[src/common/sms_pkg.sv]
/*
 Package for the switch mode supervisor: mode enumeration, fault bundle,
 timing constants and register bit positions.
 Assumes a 50 MHz system clock; timeouts are in milliseconds as printed.
*/
// Behaviour
// - Wake pin rise with both supplies, or direct input rise, enters normal; the wake pin here checks neither supply.
// - Per channel, activity flag drops after 250 ms without input activity.
// - Wake-up is OR of wake pin and both activity flags; none gives sleep.
// - Fail-safe on logic supply loss when enabled, or watchdog timeout if enabled.
// - Watchdog disable sits at config bit D4; set blocks fail-safe on timeout.
// - With wake pin low or in fail-safe, only direct inputs steer channels.
// - Fault is OR of channel faults, undervoltage and gated supply-high fault.
// - Mode priority: sleep, then fault, then fail-safe, else normal.
// - Sleep after power-up; channels, serial off, registers at defaults.
// - Fail-safe entry drives indicator low and blocks serial register access.
// - Fail-safe entry delatches faults, resets registers but power-up and parallel.
// - Watchdog starts on wake pin rise and checks first bit toggles per window.
// - Leaving fail-safe needs a D15-set word, then another word within timeout.
// - Return to normal releases indicator, resets registers keeping latched fault bits.
// - Detection defaults: short-to-supply, open loads off; clock fail, overvoltage on.
// - Fault pin low in real time; sticky bit set until its register read.
// - Fault turns its channel off except open load, clock fail, short-to-supply.
// - Register read clears a fault bit only when cause gone and not latched.
// - Fault in fail-safe keeps registers reset and direct-input control.
// - Fault cleared in fail-safe returns there, no counter reset or delatch.
// - Fail-safe entered from fault mode delatches and resets registers.
package sms_pkg;
    typedef enum {SMS_SLEEP, SMS_NORMAL, SMS_FAILSAFE, SMS_FAULT} sms_mode_t;

    // Per-channel fault causes from the analog side
    typedef struct packed {
        logic overcurrent_fault;
        logic overtemp_fault;
        logic short_circuit_fault;
        logic open_load_off;
        logic open_load_on;
        logic short_to_supply;
        logic clock_fail;
    } sms_chan_fault_t;

    localparam int SMS_CLK_HZ = 50_000_000;
    localparam int WATCHDOG_TIMEOUT_MS = 310;
    localparam int INPUT_TIMEOUT_MS = 250;
    localparam int WATCHDOG_TIMEOUT_CYC = SMS_CLK_HZ / 1000 * WATCHDOG_TIMEOUT_MS;
    localparam int INPUT_TIMEOUT_CYC = SMS_CLK_HZ / 1000 * INPUT_TIMEOUT_MS;

    // global_config_register and serial word bit positions
    localparam int GCR_WATCHDOG_DISABLE_BIT = 4;
    localparam int GCR_LOGIC_LOSS_EN_BIT = 3;
    localparam int WORD_TOGGLE_BIT = 15;

    // Detection enable and configuration defaults
    localparam logic DEF_SHORT_TO_SUPPLY_EN = 1'b0;
    localparam logic DEF_OPEN_LOAD_OFF_EN = 1'b0;
    localparam logic DEF_OPEN_LOAD_ON_EN = 1'b0;
    localparam logic DEF_CLOCK_FAIL_EN = 1'b1;
    localparam logic DEF_SUPPLY_HIGH_EN = 1'b1;
    localparam logic DEF_WATCHDOG_DISABLE = 1'b0;
    localparam logic DEF_LOGIC_LOSS_EN = 1'b0;
endpackage

[src/design/sms_timeout.sv]
/*
 Retriggerable timeout counter: restarts on kick, reports expiry as a level.
 Assumes kick and run come from the system clock domain.
*/
module sms_timeout #(
    parameter int LIMIT = 1000
) (
    input wire logic SYS_CLK,
    input wire logic RST,
    input wire logic run,
    input wire logic kick,
    output logic expired
);
    logic [31:0] count;

    always_ff @(posedge SYS_CLK or posedge RST) begin
        if (RST) begin
            count <= 32'h0;
            expired <= 1'b0;
        end else if (!run || kick) begin
            count <= 32'h0;
            expired <= 1'b0;
        end else if (count >= 32'(LIMIT - 1)) begin
            expired <= 1'b1;
        end else begin
            count <= count + 32'h1;
        end
    end
endmodule

[src/design/sms_supervisor.sv]
/*
 Operating-mode supervisor: wake-up, fail-safe and fault terms, mode
 selection, serial watchdog, input timeouts, sticky fault bits and indicators.
 Assumes pins arrive asynchronous; serial words arrive as a one-cycle strobe
 with data from the same clock domain as SYS_CLK.
*/
module sms_supervisor
    import sms_pkg::*;
#(
    parameter int WD_CYCLES = WATCHDOG_TIMEOUT_CYC,
    parameter int IN_CYCLES = INPUT_TIMEOUT_CYC
) (
    input wire logic SYS_CLK,
    input wire logic RST,
    input wire logic RESET_WAKE_PIN,
    input wire logic [1:0] DIRECT_IN,
    input wire logic LOGIC_SUPPLY_OK,
    input wire logic POWER_SUPPLY_OK,
    input wire logic WORD_VALID,
    input wire logic [15:0] WORD_DATA,
    input wire logic CFG_WRITE,
    input wire logic [15:0] CFG_DATA,
    input wire logic [1:0] SPI_ON,
    input wire logic PARALLEL_IN,
    input wire sms_pkg::sms_chan_fault_t CHAN_FAULT0,
    input wire sms_pkg::sms_chan_fault_t CHAN_FAULT1,
    input wire logic UNDERVOLTAGE_FAULT,
    input wire logic SUPPLY_HIGH_FAULT,
    input wire logic LATCHED0,
    input wire logic LATCHED1,
    input wire logic READ_FAULT0,
    input wire logic READ_FAULT1,
    output sms_pkg::sms_mode_t MODE,
    output logic NORMAL_MODE_FLAG,
    output logic FAILSAFE_INDICATOR_N_O,
    output logic FAILSAFE_INDICATOR_N_OE,
    output logic FAULT_STATUS_N,
    output logic [1:0] CHANNEL_ON,
    output logic SERIAL_ENABLE,
    output logic REG_ACCESS_OK,
    output logic REG_RESET,
    output logic DELATCH,
    output logic WATCHDOG_DISABLE,
    output logic POWER_UP_FLAG,
    output logic PARALLEL_MODE,
    output logic [6:0] STICKY0,
    output logic [6:0] STICKY1
);
    ////////////////////////////////////////////////////////////////////////
    // Synchronisers: first stage only feeds the second
    logic [3:0] sync_a;
    logic [3:0] sync_b;
    logic [3:0] sync_d;
    logic wake;
    logic [1:0] din;
    logic logic_ok;

    always_ff @(posedge SYS_CLK or posedge RST) begin
        if (RST) begin
            sync_a <= 4'h0;
            sync_b <= 4'h0;
            sync_d <= 4'h0;
        end else begin
            sync_a <= {LOGIC_SUPPLY_OK, DIRECT_IN, RESET_WAKE_PIN};
            sync_b <= sync_a;
            sync_d <= sync_b;
        end
    end

    assign wake = sync_b[0];
    assign din = sync_b[2:1];
    assign logic_ok = sync_b[3];

    logic wake_rise;
    logic [1:0] din_rise;
    logic [1:0] din_edge;
    assign wake_rise = sync_b[0] & ~sync_d[0];
    assign din_rise = sync_b[2:1] & ~sync_d[2:1];
    assign din_edge = sync_b[2:1] ^ sync_d[2:1];

    ////////////////////////////////////////////////////////////////////////
    // Direct input activity flags
    logic [1:0] activity;
    logic [1:0] in_expired;

    genvar g;
    generate
        for (g = 0; g < 2; g++) begin : g_in
            // Input held high counts as activity; only a long low times out
            sms_timeout #(.LIMIT(IN_CYCLES)) u_in (
                .SYS_CLK(SYS_CLK),
                .RST(RST),
                .run(activity[g] & ~din[g]),
                .kick(din_edge[g]),
                .expired(in_expired[g])
            );
        end
    endgenerate

    always_ff @(posedge SYS_CLK or posedge RST) begin
        if (RST) begin
            activity <= 2'b00;
        end else begin
            for (int i = 0; i < 2; i++) begin
                if (din_rise[i] && POWER_SUPPLY_OK) begin
                    activity[i] <= 1'b1;
                end else if (in_expired[i]) begin
                    activity[i] <= 1'b0;
                end
            end
        end
    end

    ////////////////////////////////////////////////////////////////////////
    // Configuration and serial watchdog
    logic logic_loss_en;
    logic logic_seen;
    logic wd_run;
    logic wd_expired;
    logic wd_kick;
    logic last_toggle;
    logic wd_timeout;
    logic supply_lost;

    always_ff @(posedge SYS_CLK or posedge RST) begin
        if (RST) begin
            WATCHDOG_DISABLE <= DEF_WATCHDOG_DISABLE;
            logic_loss_en <= DEF_LOGIC_LOSS_EN;
        end else if (REG_RESET) begin
            WATCHDOG_DISABLE <= DEF_WATCHDOG_DISABLE;
            logic_loss_en <= DEF_LOGIC_LOSS_EN;
        end else if (CFG_WRITE && REG_ACCESS_OK) begin
            WATCHDOG_DISABLE <= CFG_DATA[GCR_WATCHDOG_DISABLE_BIT];
            logic_loss_en <= CFG_DATA[GCR_LOGIC_LOSS_EN_BIT];
        end
    end

    always_ff @(posedge SYS_CLK or posedge RST) begin
        if (RST) begin
            logic_seen <= 1'b0;
        end else if (logic_ok) begin
            logic_seen <= 1'b1;
        end
    end

    // Watchdog only runs once the wake pin has risen with logic supply
    always_ff @(posedge SYS_CLK or posedge RST) begin
        if (RST) begin
            wd_run <= 1'b0;
        end else if (!wake) begin
            wd_run <= 1'b0;
        end else if (wake_rise && logic_ok) begin
            wd_run <= 1'b1;
        end
    end

    always_ff @(posedge SYS_CLK or posedge RST) begin
        if (RST) begin
            last_toggle <= 1'b0;
        end else if (WORD_VALID) begin
            last_toggle <= WORD_DATA[WORD_TOGGLE_BIT];
        end
    end

    assign wd_kick = WORD_VALID && (WORD_DATA[WORD_TOGGLE_BIT] != last_toggle);

    sms_timeout #(.LIMIT(WD_CYCLES)) u_wd (
        .SYS_CLK(SYS_CLK),
        .RST(RST),
        .run(wd_run & ~WATCHDOG_DISABLE & (MODE == SMS_NORMAL)),
        .kick(wd_kick),
        .expired(wd_expired)
    );

    ////////////////////////////////////////////////////////////////////////
    // Fail-safe exit: D15 word, then another word inside the window
    logic exit_armed;
    logic exit_expired;

    sms_timeout #(.LIMIT(WD_CYCLES)) u_exit (
        .SYS_CLK(SYS_CLK),
        .RST(RST),
        .run(exit_armed),
        .kick(1'b0),
        .expired(exit_expired)
    );

    always_ff @(posedge SYS_CLK or posedge RST) begin
        if (RST) begin
            wd_timeout <= 1'b0;
            supply_lost <= 1'b0;
            exit_armed <= 1'b0;
        end else begin
            if (wd_expired && !WATCHDOG_DISABLE) begin
                wd_timeout <= 1'b1;
            end else if (exit_armed && WORD_VALID) begin
                wd_timeout <= 1'b0;
            end else if (!wake) begin
                wd_timeout <= 1'b0;
            end
            // Held here since the enable bit is wiped by the fail-safe register reset
            if (logic_seen && !logic_ok && logic_loss_en) begin
                supply_lost <= 1'b1;
            end else if (logic_ok && (!wake || (exit_armed && WORD_VALID))) begin
                supply_lost <= 1'b0;
            end
            if (!(wd_timeout || supply_lost) || exit_expired || (exit_armed && WORD_VALID)) begin
                exit_armed <= 1'b0;
            end else if (WORD_VALID && WORD_DATA[WORD_TOGGLE_BIT]) begin
                exit_armed <= 1'b1;
            end
        end
    end

    ////////////////////////////////////////////////////////////////////////
    // Terms and mode selection
    logic wake_term;
    logic failsafe_term;
    logic fault_term;
    logic [1:0] chan_off;
    sms_mode_t next_mode;

    function automatic logic chan_trip(input sms_chan_fault_t f);
        // Open load, clock fail and short-to-supply leave the channel on
        return f.overcurrent_fault | f.overtemp_fault | f.short_circuit_fault;
    endfunction

    assign wake_term = wake | activity[0] | activity[1];
    assign failsafe_term = supply_lost | wd_timeout;
    assign fault_term = chan_trip(CHAN_FAULT0) | chan_trip(CHAN_FAULT1) | UNDERVOLTAGE_FAULT
        | (SUPPLY_HIGH_FAULT & DEF_SUPPLY_HIGH_EN);

    always_comb begin
        if (!wake_term) begin
            next_mode = SMS_SLEEP;
        end else if (fault_term) begin
            next_mode = SMS_FAULT;
        end else if (failsafe_term) begin
            next_mode = SMS_FAILSAFE;
        end else begin
            next_mode = SMS_NORMAL;
        end
    end

    logic failsafe_q;

    always_ff @(posedge SYS_CLK or posedge RST) begin
        if (RST) begin
            MODE <= SMS_SLEEP;
            failsafe_q <= 1'b0;
        end else begin
            MODE <= next_mode;
            failsafe_q <= wake_term & failsafe_term;
        end
    end

    logic fs_enter;
    logic fs_leave;
    assign fs_enter = wake_term & failsafe_term & ~failsafe_q;
    assign fs_leave = failsafe_q & ~failsafe_term & wake_term;

    ////////////////////////////////////////////////////////////////////////
    // Outputs, register reset and delatch pulses
    always_ff @(posedge SYS_CLK or posedge RST) begin
        if (RST) begin
            NORMAL_MODE_FLAG <= 1'b0;
            FAILSAFE_INDICATOR_N_O <= 1'b0;
            FAILSAFE_INDICATOR_N_OE <= 1'b0;
            FAULT_STATUS_N <= 1'b1;
            SERIAL_ENABLE <= 1'b0;
            REG_ACCESS_OK <= 1'b0;
            REG_RESET <= 1'b1;
            DELATCH <= 1'b0;
        end else begin
            NORMAL_MODE_FLAG <= (next_mode == SMS_NORMAL);
            FAILSAFE_INDICATOR_N_O <= 1'b0;
            FAILSAFE_INDICATOR_N_OE <= wake_term & failsafe_term;
            FAULT_STATUS_N <= ~fault_term;
            SERIAL_ENABLE <= wake_term;
            REG_ACCESS_OK <= wake_term & ~failsafe_term & wake;
            // Registers held reset in sleep and throughout fail-safe
            REG_RESET <= ~wake_term | fs_enter | fs_leave | (wake_term & failsafe_term);
            DELATCH <= fs_enter;
        end
    end

    // Power-up and parallel bits survive every mode-change reset
    always_ff @(posedge SYS_CLK or posedge RST) begin
        if (RST) begin
            POWER_UP_FLAG <= 1'b1;
            PARALLEL_MODE <= 1'b0;
        end else begin
            if (READ_FAULT0) begin
                POWER_UP_FLAG <= 1'b0;
            end
            if (CFG_WRITE && REG_ACCESS_OK) begin
                PARALLEL_MODE <= PARALLEL_IN;
            end
        end
    end

    always_ff @(posedge SYS_CLK or posedge RST) begin
        if (RST) begin
            CHANNEL_ON <= 2'b00;
        end else begin
            for (int i = 0; i < 2; i++) begin
                if (next_mode == SMS_SLEEP || UNDERVOLTAGE_FAULT || SUPPLY_HIGH_FAULT) begin
                    CHANNEL_ON[i] <= 1'b0;
                end else if (chan_trip(i == 0 ? CHAN_FAULT0 : CHAN_FAULT1)) begin
                    CHANNEL_ON[i] <= 1'b0;
                end else if (!wake || failsafe_term) begin
                    CHANNEL_ON[i] <= din[i];
                end else begin
                    CHANNEL_ON[i] <= din[i] | SPI_ON[i];
                end
            end
        end
    end

    ////////////////////////////////////////////////////////////////////////
    // Sticky fault bits
    function automatic logic [6:0] sticky_next(input logic [6:0] cur, input sms_chan_fault_t f,
                                               input logic rd, input logic latched, input logic clr);
        logic [6:0] cause;
        cause = {f.overcurrent_fault, f.overtemp_fault, f.short_circuit_fault, f.open_load_off & DEF_OPEN_LOAD_OFF_EN,
                 f.open_load_on & DEF_OPEN_LOAD_ON_EN, f.short_to_supply & DEF_SHORT_TO_SUPPLY_EN,
                 f.clock_fail & DEF_CLOCK_FAIL_EN};
        // Set wins over clear; read clears only vanished, unlatched causes
        if (clr) begin
            return latched ? (cur & 7'h70) | cause : cause;
        end else if (rd && !latched) begin
            return cause;
        end
        return cur | cause;
    endfunction

    always_ff @(posedge SYS_CLK or posedge RST) begin
        if (RST) begin
            STICKY0 <= 7'h00;
            STICKY1 <= 7'h00;
        end else begin
            STICKY0 <= sticky_next(STICKY0, CHAN_FAULT0, READ_FAULT0, LATCHED0, fs_leave);
            STICKY1 <= sticky_next(STICKY1, CHAN_FAULT1, READ_FAULT1, LATCHED1, fs_leave);
        end
    end

    ////////////////////////////////////////////////////////////////////////
    chk_sleep_no_wake: assert property (@(posedge SYS_CLK) disable iff (RST)
        !wake_term |=> MODE == SMS_SLEEP) else $error("no wake-up but not asleep");
    chk_fault_priority: assert property (@(posedge SYS_CLK) disable iff (RST)
        wake_term && fault_term |=> MODE == SMS_FAULT) else $error("fault not selected");
    chk_fs_indicator: assert property (@(posedge SYS_CLK) disable iff (RST)
        wake_term && failsafe_term |=> FAILSAFE_INDICATOR_N_OE) else $error("indicator not driven");
    chk_fs_delatch: assert property (@(posedge SYS_CLK) disable iff (RST)
        fs_enter |=> DELATCH && REG_RESET) else $error("no delatch on fail-safe entry");
    chk_fault_pin: assert property (@(posedge SYS_CLK) disable iff (RST)
        fault_term |=> !FAULT_STATUS_N) else $error("fault pin not low");
    chk_wd_disable: assert property (@(posedge SYS_CLK) disable iff (RST)
        WATCHDOG_DISABLE && !wd_timeout |=> !wd_timeout) else $error("timeout while disabled");
    chk_access_block: assert property (@(posedge SYS_CLK) disable iff (RST)
        failsafe_term |=> !REG_ACCESS_OK) else $error("access in fail-safe");
    chk_direct_only: assert property (@(posedge SYS_CLK) disable iff (RST)
        wake_term && !wake && !fault_term && !UNDERVOLTAGE_FAULT && !SUPPLY_HIGH_FAULT
        |=> CHANNEL_ON == $past(din)) else $error("channel not from direct input");
    chk_exit_clear: assert property (@(posedge SYS_CLK) disable iff (RST)
        exit_armed && WORD_VALID && logic_ok && !wd_expired |=> !wd_timeout && !supply_lost)
        else $error("fail-safe cause kept after exit word");
endmodule

[config.mk]
export PLATFORM = sky130hd
export DESIGN_NAME = sms_supervisor
export DESIGN_NICKNAME = d
export VERILOG_FILES = /design/src/common/sms_pkg.sv /design/src/design/sms_timeout.sv /design/src/design/sms_supervisor.sv
export SDC_FILE = /design/constraint.sdc
export NUM_CORES = 1
export LEC_CHECK = 0
export BUFFER_PORTS_ARGS = -buffer_cell sky130_fd_sc_hd__buf_2
export CORE_ASPECT_RATIO = 0.6
export CORE_MARGIN = 2
export CORE_UTILIZATION = 55
export DETAILED_ROUTE_END_ITERATION = 8
export PLACE_DENSITY = 0.81
export SETUP_SLACK_MARGIN = 0.15
export SLEW_MARGIN = 20
export SYNTH_ARGS = -nofsm -noshare
export SYNTH_HDL_FRONTEND = slang
export SYNTH_HIERARCHICAL = 1
export SYNTH_SLANG_ARGS = --single-unit
[constraint.sdc]
create_clock -name SYS_CLK -period 5.78 [get_ports SYS_CLK]
set_input_delay 1.156 -clock SYS_CLK [delete_from_list [all_inputs] [get_ports SYS_CLK]]
set_output_delay 1.156 -clock SYS_CLK [all_outputs]
set_load 0.05 [all_outputs]
# [Yosys cells after proc, flatten, opt, wreduce, memory -nomap -nowiden]
# Index checks and enable logic that the tools add are counted.
[totals] mem_count=0 latchBits=0 input_bits=64 ramBits=0 register_bits=210 rom_bits=0
[classes] n_addsub=4 multipliers=0 n_shift=0 n_lt_le_gt_ge=4 n_reduce_logical=41 bitwise=41 n_eq_ne=10 n_div=0 muxes=54
[op_table] cell="$mux W32" n=8
[op_table] cell="$add A32 B1 Y32 const B" n=4
[op_table] cell="$ge A32 B24 Y1 const B" n=4
[op_table] cell="$eq A32 B2 Y1 const B" n=2
[op_table] cell="$mux W7" n=8
[op_table] cell="$mux W1" n=35
[op_table] cell="$logic_not A32 Y1" n=1
[op_table] cell="$or A7 B7 Y7" n=4
[op_table] cell="$reduce_bool A2 Y1" n=8
[op_table] cell="$or A1 B1 Y1" n=15
[op_table] cell="$logic_and A1 B1 Y1" n=13
[op_table] cell="$and A1 B1 Y1" n=11
[op_table] cell="$logic_or A1 B1 Y1" n=10
[op_table] cell="$ne A2 B1 Y1 const B" n=5
[op_table] cell="$logic_not A1 Y1" n=9
[op_table] cell="$not A1 Y1" n=8
[op_table] cell="$mux W2" n=3
[op_table] cell="$ne A3 B1 Y1 const B" n=1
[op_table] cell="$and A2 B2 Y2" n=1
[op_table] cell="$ne A2 B2 Y1 const B" n=1
[op_table] cell="$not A2 Y2" n=1
[op_table] cell="$xor A2 B2 Y2" n=1
[op_table] cell="$ne A1 B1 Y1" n=1

# [Depth between registers and ports, before layout]
[depth] ltp_word=11 ltp_mapped=9 mapped_depth_nobuf=7

# [Cells and area by module]
# The synthesis kept the hierarchy.
[modules_own_cells] mod="sms_timeout at u_exit ..." cells_each=194 instances=2 seq_area_each_um2=825.8 area_per_inst_um2=1806.7
[modules_own_cells] mod="sms_timeout at g_in[0].u_in ..." cells_each=189 instances=2 seq_area_each_um2=825.8 area_per_inst_um2=1778.0
[modules_own_cells] mod="sms_supervisor" cells_each=159 instances=1 seq_area_each_um2=1054.8 area_per_inst_um2=1850.5

# [Least setup slack after synthesis]
# Ideal clock, no wire load.
[synth_timing] kind="input -> register" startpoint="in WORD_DATA[15]" endpoint="reg u_wd.count[2]" setup_slack_ns=3.481 cell_stages=6 arrival_time_ns=2.233 setup_ns=0.067 path_cell_list="xor2_1 > and2_1 > nor2b_1 > clkbuf_1 > o311ai_0 > nand2_1"
[synth_via] elab_chain_len=4
[synth_rtl] item="from (decl)" line_no="sms_supervisor.sv:20" source="input wire logic [15:0] WORD_DATA,"
[synth_rtl] item="$ne A1 B1 Y1 *" line_no="sms_supervisor.sv:165" source="assign wd_kick = WORD_VALID && (WORD_DATA[WORD_TOGGLE_BIT] != last_toggle);"
[synth_rtl] item="$logic_and A1 B1 Y1 *" line_no="sms_supervisor.sv:165"
[synth_rtl] item="net wd_kick" line_no="sms_supervisor.sv:120" source="logic wd_kick;"
[synth_rtl] item="$logic_or A1 B1 Y1 *" line_no="sms_timeout.sv:20" source="end else if (!run || kick) begin"
[synth_rtl] item="$ne A2 B1 Y1 (no source line) or $mux W32 (tied branches)"
[synth_rtl] item="to (signal assigned)" line_no="sms_timeout.sv:26" source="count <= count + 32'h1;"
[synth_rtl] item="to (decl)" line_no="sms_timeout.sv:14" source="logic [31:0] count;"
# Mark *: on every way through the listed nets, which the timed path passes. The rest lies on a longest branch.
# A chain may end at the register's enable or synchronous reset.

# [Final worst setup path]
[layout_timing] startpoint="reg u_wd.count[0]" endpoint="reg u_wd.count[20]"
[layout_via] elab_chain_len=3
[layout_rtl] item="$add A32 B1 Y32" line_no="sms_timeout.sv:26"
[layout_rtl] item="$mux W32" line_no="sms_timeout.sv:23" source="end else if (count >= 32'(LIMIT - 1)) begin"
[layout_rtl] item="$mux W32" line_no="sms_timeout.sv:20"
# Several ways; a longest one is shown, not always the timed one. The select of a mux whose other input is x is not followed.

==> flow_summary.yaml <==
yosys:
  synth.cell_area_um2: 9020
  synth_sequential_area_ratio_pct: 48.3
  number_of_enable_flip_flop_cells_after_synthesis: 0
  synth_async_sr_flop_share_pct: 100
  synthesis.area_per_instance_um2: 9.75
  synth_ff_type: "dfrtp_1"
  synth.most_common_cell: "dfrtp_1"
  synth_seq_cells: 174
  ys_types: 58
  yosys.area.top_type: "dfrtp_1"
  ranking_of_synthesized_cells_by_instance_count: "dfrtp_1 (171), nand2_1 (73), a21oi_1 (59)"
  netlist_top_cells_area: "dfrtp_1 (47%), or4_1 (4.2%), a21oi_1 (3.3%)"
  synth-warning-count: 6
  post-synth-top-area-fraction_pct: 47.4
  post_synth_inst_count: 925
status:
  outcome: "completed"
clocking:
  sinks_on_the_clock_net: 174
  post_cts_resized: 0
  clock_tree.root_cell: "clkbuf_16"
  cts_tree: "yes"
  htree_num_levels: 4
  holdBufCountCts: 0
  cts-buffers-inserted: 17
  cts.path.max_buffers: 2
  cts.reportedPaths.clkPinSlew_ns: 0.07
  worstSkewPairLatency_ns: 0.44
  post-cts-setup-buffer-count: 0
placement:
  detailedPlace.worstSlack_ns: 2.84
  post-dp-hpwl_um: 13600
  io_buffer_count: 50
  gp_routability_congestion: 0.864
drt:
  route.detailed.drc: 0
  dr.pass1.iters: 5
  vias_per_cell: 6.25
  drt-initial-drc-count: 892
  drt-total-wl_um: 20600
  route.vias.total: 7385
  final_antenna_net_count: 0
  wire_per_inst_um: 17.5
sta:
  maxClockFrequency_ghz: 0.389
  worst_pin_slew_ns: 1.03
  headroom_to_the_max_slew_limit_pct: 31.2
  postLayoutSetupSlackWorst_ns: 3.21
  post-route-min-period_ns: 2.57
  tns_ns: 0
  final.setup_skew_ns: 0.0173
  timing_max_transition_violations_final: 0
  period_utilisation_layout_pct: 44.4
  hold_slack_ns: 0.350
  timing.final.setup_violations: 0
  unrepaired_setup_endpoints_after_global_routing: "no"
  report.final.hold_viol_count: 0
setup_path:
  cp_slowest_cell: "or4_1"
  timing.critical_path.max_delay_family: "simple AND/OR/NAND/NOR gates"
  setup.worst_path.class: "reg2reg"
  cp.arrival_ns: 2.90
  critical-path-max-stage-delay_ns: 0.63
  worst_ep_required_time_ns: 6.11
  critPathCaptureType: "flop"
  start_kind: "flop"
  critical_path.n_buffers_inverters: 0
  critical_path.cell_chain: "ha_1, a41oi_1, o211ai_1, and3_1, or4_1, a21oi_1"
  worst_path_max_fanout: 34
global_routing:
  grt_util_all_layers_pct: 24.7
  number_of_global_route_vias_before_repair: 6536
  pin_count_of_the_biggest_net_entering_global_routing: 43
  grt_first_pass_wirelength_um: 34200
  globalRouteOverflowTotal: 0
  grt_antenna_before_repair: 0
floorplanning:
  num_io_pins: 123
  floorplan.die_area_um2: 17500
  fp-row-count: 36
  initial_core_util_pct: 55.9
  core_region_area_um2: 16100
  chipWidth_um: 169
  floorplan.die.height_um: 103
finish:
  nNetsFinal: 1029
  diodes: 0
  area_growth_syn_to_layout_pct: 9.43
  finish.utilization_pct: 61.2
  final_layout_size_suffix_gt1_share_pct: 12.7
power:
  design_power_total_mw: 2.73
  cellPowerDensity_nw_per_um2: 277
  ir_worst_vdd_mv: 0.211
  total_leakage_power_nw: 4.32
flow_run:
  max_cap_viol_count: 0
min_path:
  hold_class: "reg2reg"
## cells by family (layout without fill, tap and decap cells)
group | count (synthesis) | count (layout) | synth area share (%)
AO/OA/AOI/OAI | 179 | 179 | 13.1
XOR/XNOR | 13 | 13 | 1.26
AND/OR/NAND/NOR | 435 | 435 | 28.7
adder cells (fa/ha/maj) | 6 | 6 | 0.832
other | 1 | 39 | 0.0416
multiplexers | 12 | 12 | 1.39
flip-flops | 174 | 174 | 48.3
buffers and inverters | 105 | 114 | 6.35
## routing by layer
metal | vias up | part of all wire, % | track usage (%)
met5 | - | 0 | 0
met4 | 0 | 0.65 | 5.65
met3 | 15 | 6.4 | 4.72
met2 | 264 | 44 | 35.1
met1 | 3636 | 49 | 39.0
li1 | 3470 | - | -
## through the flow
step / area [um2] / cells
after floorplan: 9160 / 963
after global placement: 9250 / 1149
after detailed placement: 9250 / 1149
after CTS: 9850 / 1181
after global routing: 9870 / 1181
final: 9870 / 1181
## state kept, by name (all words and copies together), names as in the netlist, 2 cells and up
| name | cells |
|---|---|
| sync_a | 4 |
| sync_d | 3 |
| STICKY0 | 4 |
| CHANNEL_ON | 2 |
| sync_b | 4 |
| MODE | 2 |
| g_in.u_in/expired | 2 |
| g_in.u_in/count | 64 |
| activity | 2 |
| u_exit/count | 32 |
| STICKY1 | 4 |
| u_wd/count | 32 |
## worst register-to-register path: stages (launching register included)
cell and delay, ns:
dfrtp_1 0.40, ha_1 0.29, a41oi_1 0.29, o211ai_1 0.16
and3_1 0.54, or4_1 0.63, a21oi_1 0.16
## cells in the final DEF (no fill, tap or decap), drive strengths merged, types with 3 or more instances in the layout
master,instances
buf,56
a41o,4
a221o,6
and2,24
o31ai,34
o311ai,6
or3,22
dfstp,3
dfrtp,171
nor3,15
or4,50
nand2b,18
nor4,31
nand4b,8
o211a,4
nor2,46
mux2i,8
o211ai,12
a31oi,9
clkbuf,18
a21oi,59
clkinv,3
and3,35
or2,5
o21ai,24
mux2,4
nand2,73
a31o,4
xnor2,12
conb,39
o21a,9
nor2b,11
and4,12
nor4bb,3
ha,6
nand3,44
nand4,36
inv,34
## layout make-up
cell class | count | area (um2)
clock inverter | 14 | 169
timing repair buffer | 56 | 295
multi-input combinational | 684 | 4260
fill | 1294 | 6250
tap | 209 | 262
inverter | 26 | 97.6
clock buffer | 18 | 429
sequential | 174 | 4360
## path summary, 6_finish.rpt
| path | start | depth (start not counted) | to | slack [ns] |
|---|---|---|---|---|
| worst min register to register | sync_a[2] | 0 | sync_b[2] | 0.35 |
| worst max-delay path | u_wd/count[0] | 6 | u_wd/count[20] | 3.21 |
| max in group asynchronous | RST | 2 | CHANNEL_ON[0] | 4.23 |
| min in group asynchronous | RST | 2 | u_exit/expired | 0.77 |
| worst min-delay path | sync_a[2] | 0 | sync_b[2] | 0.35 |
| worst max register to register | u_wd/count[0] | 6 | u_wd/count[20] | 3.21 |
## report_power, final
group	leakage, nW	total (mW)	switching [mW]	internal [mW]
sequential	2.32	1.28	0.0282	1.25
combinational	1.71	0.287	0.229	0.0585
clock	0.287	1.16	0.541	0.620
Note: power is estimated with default switching activity, not from simulation.
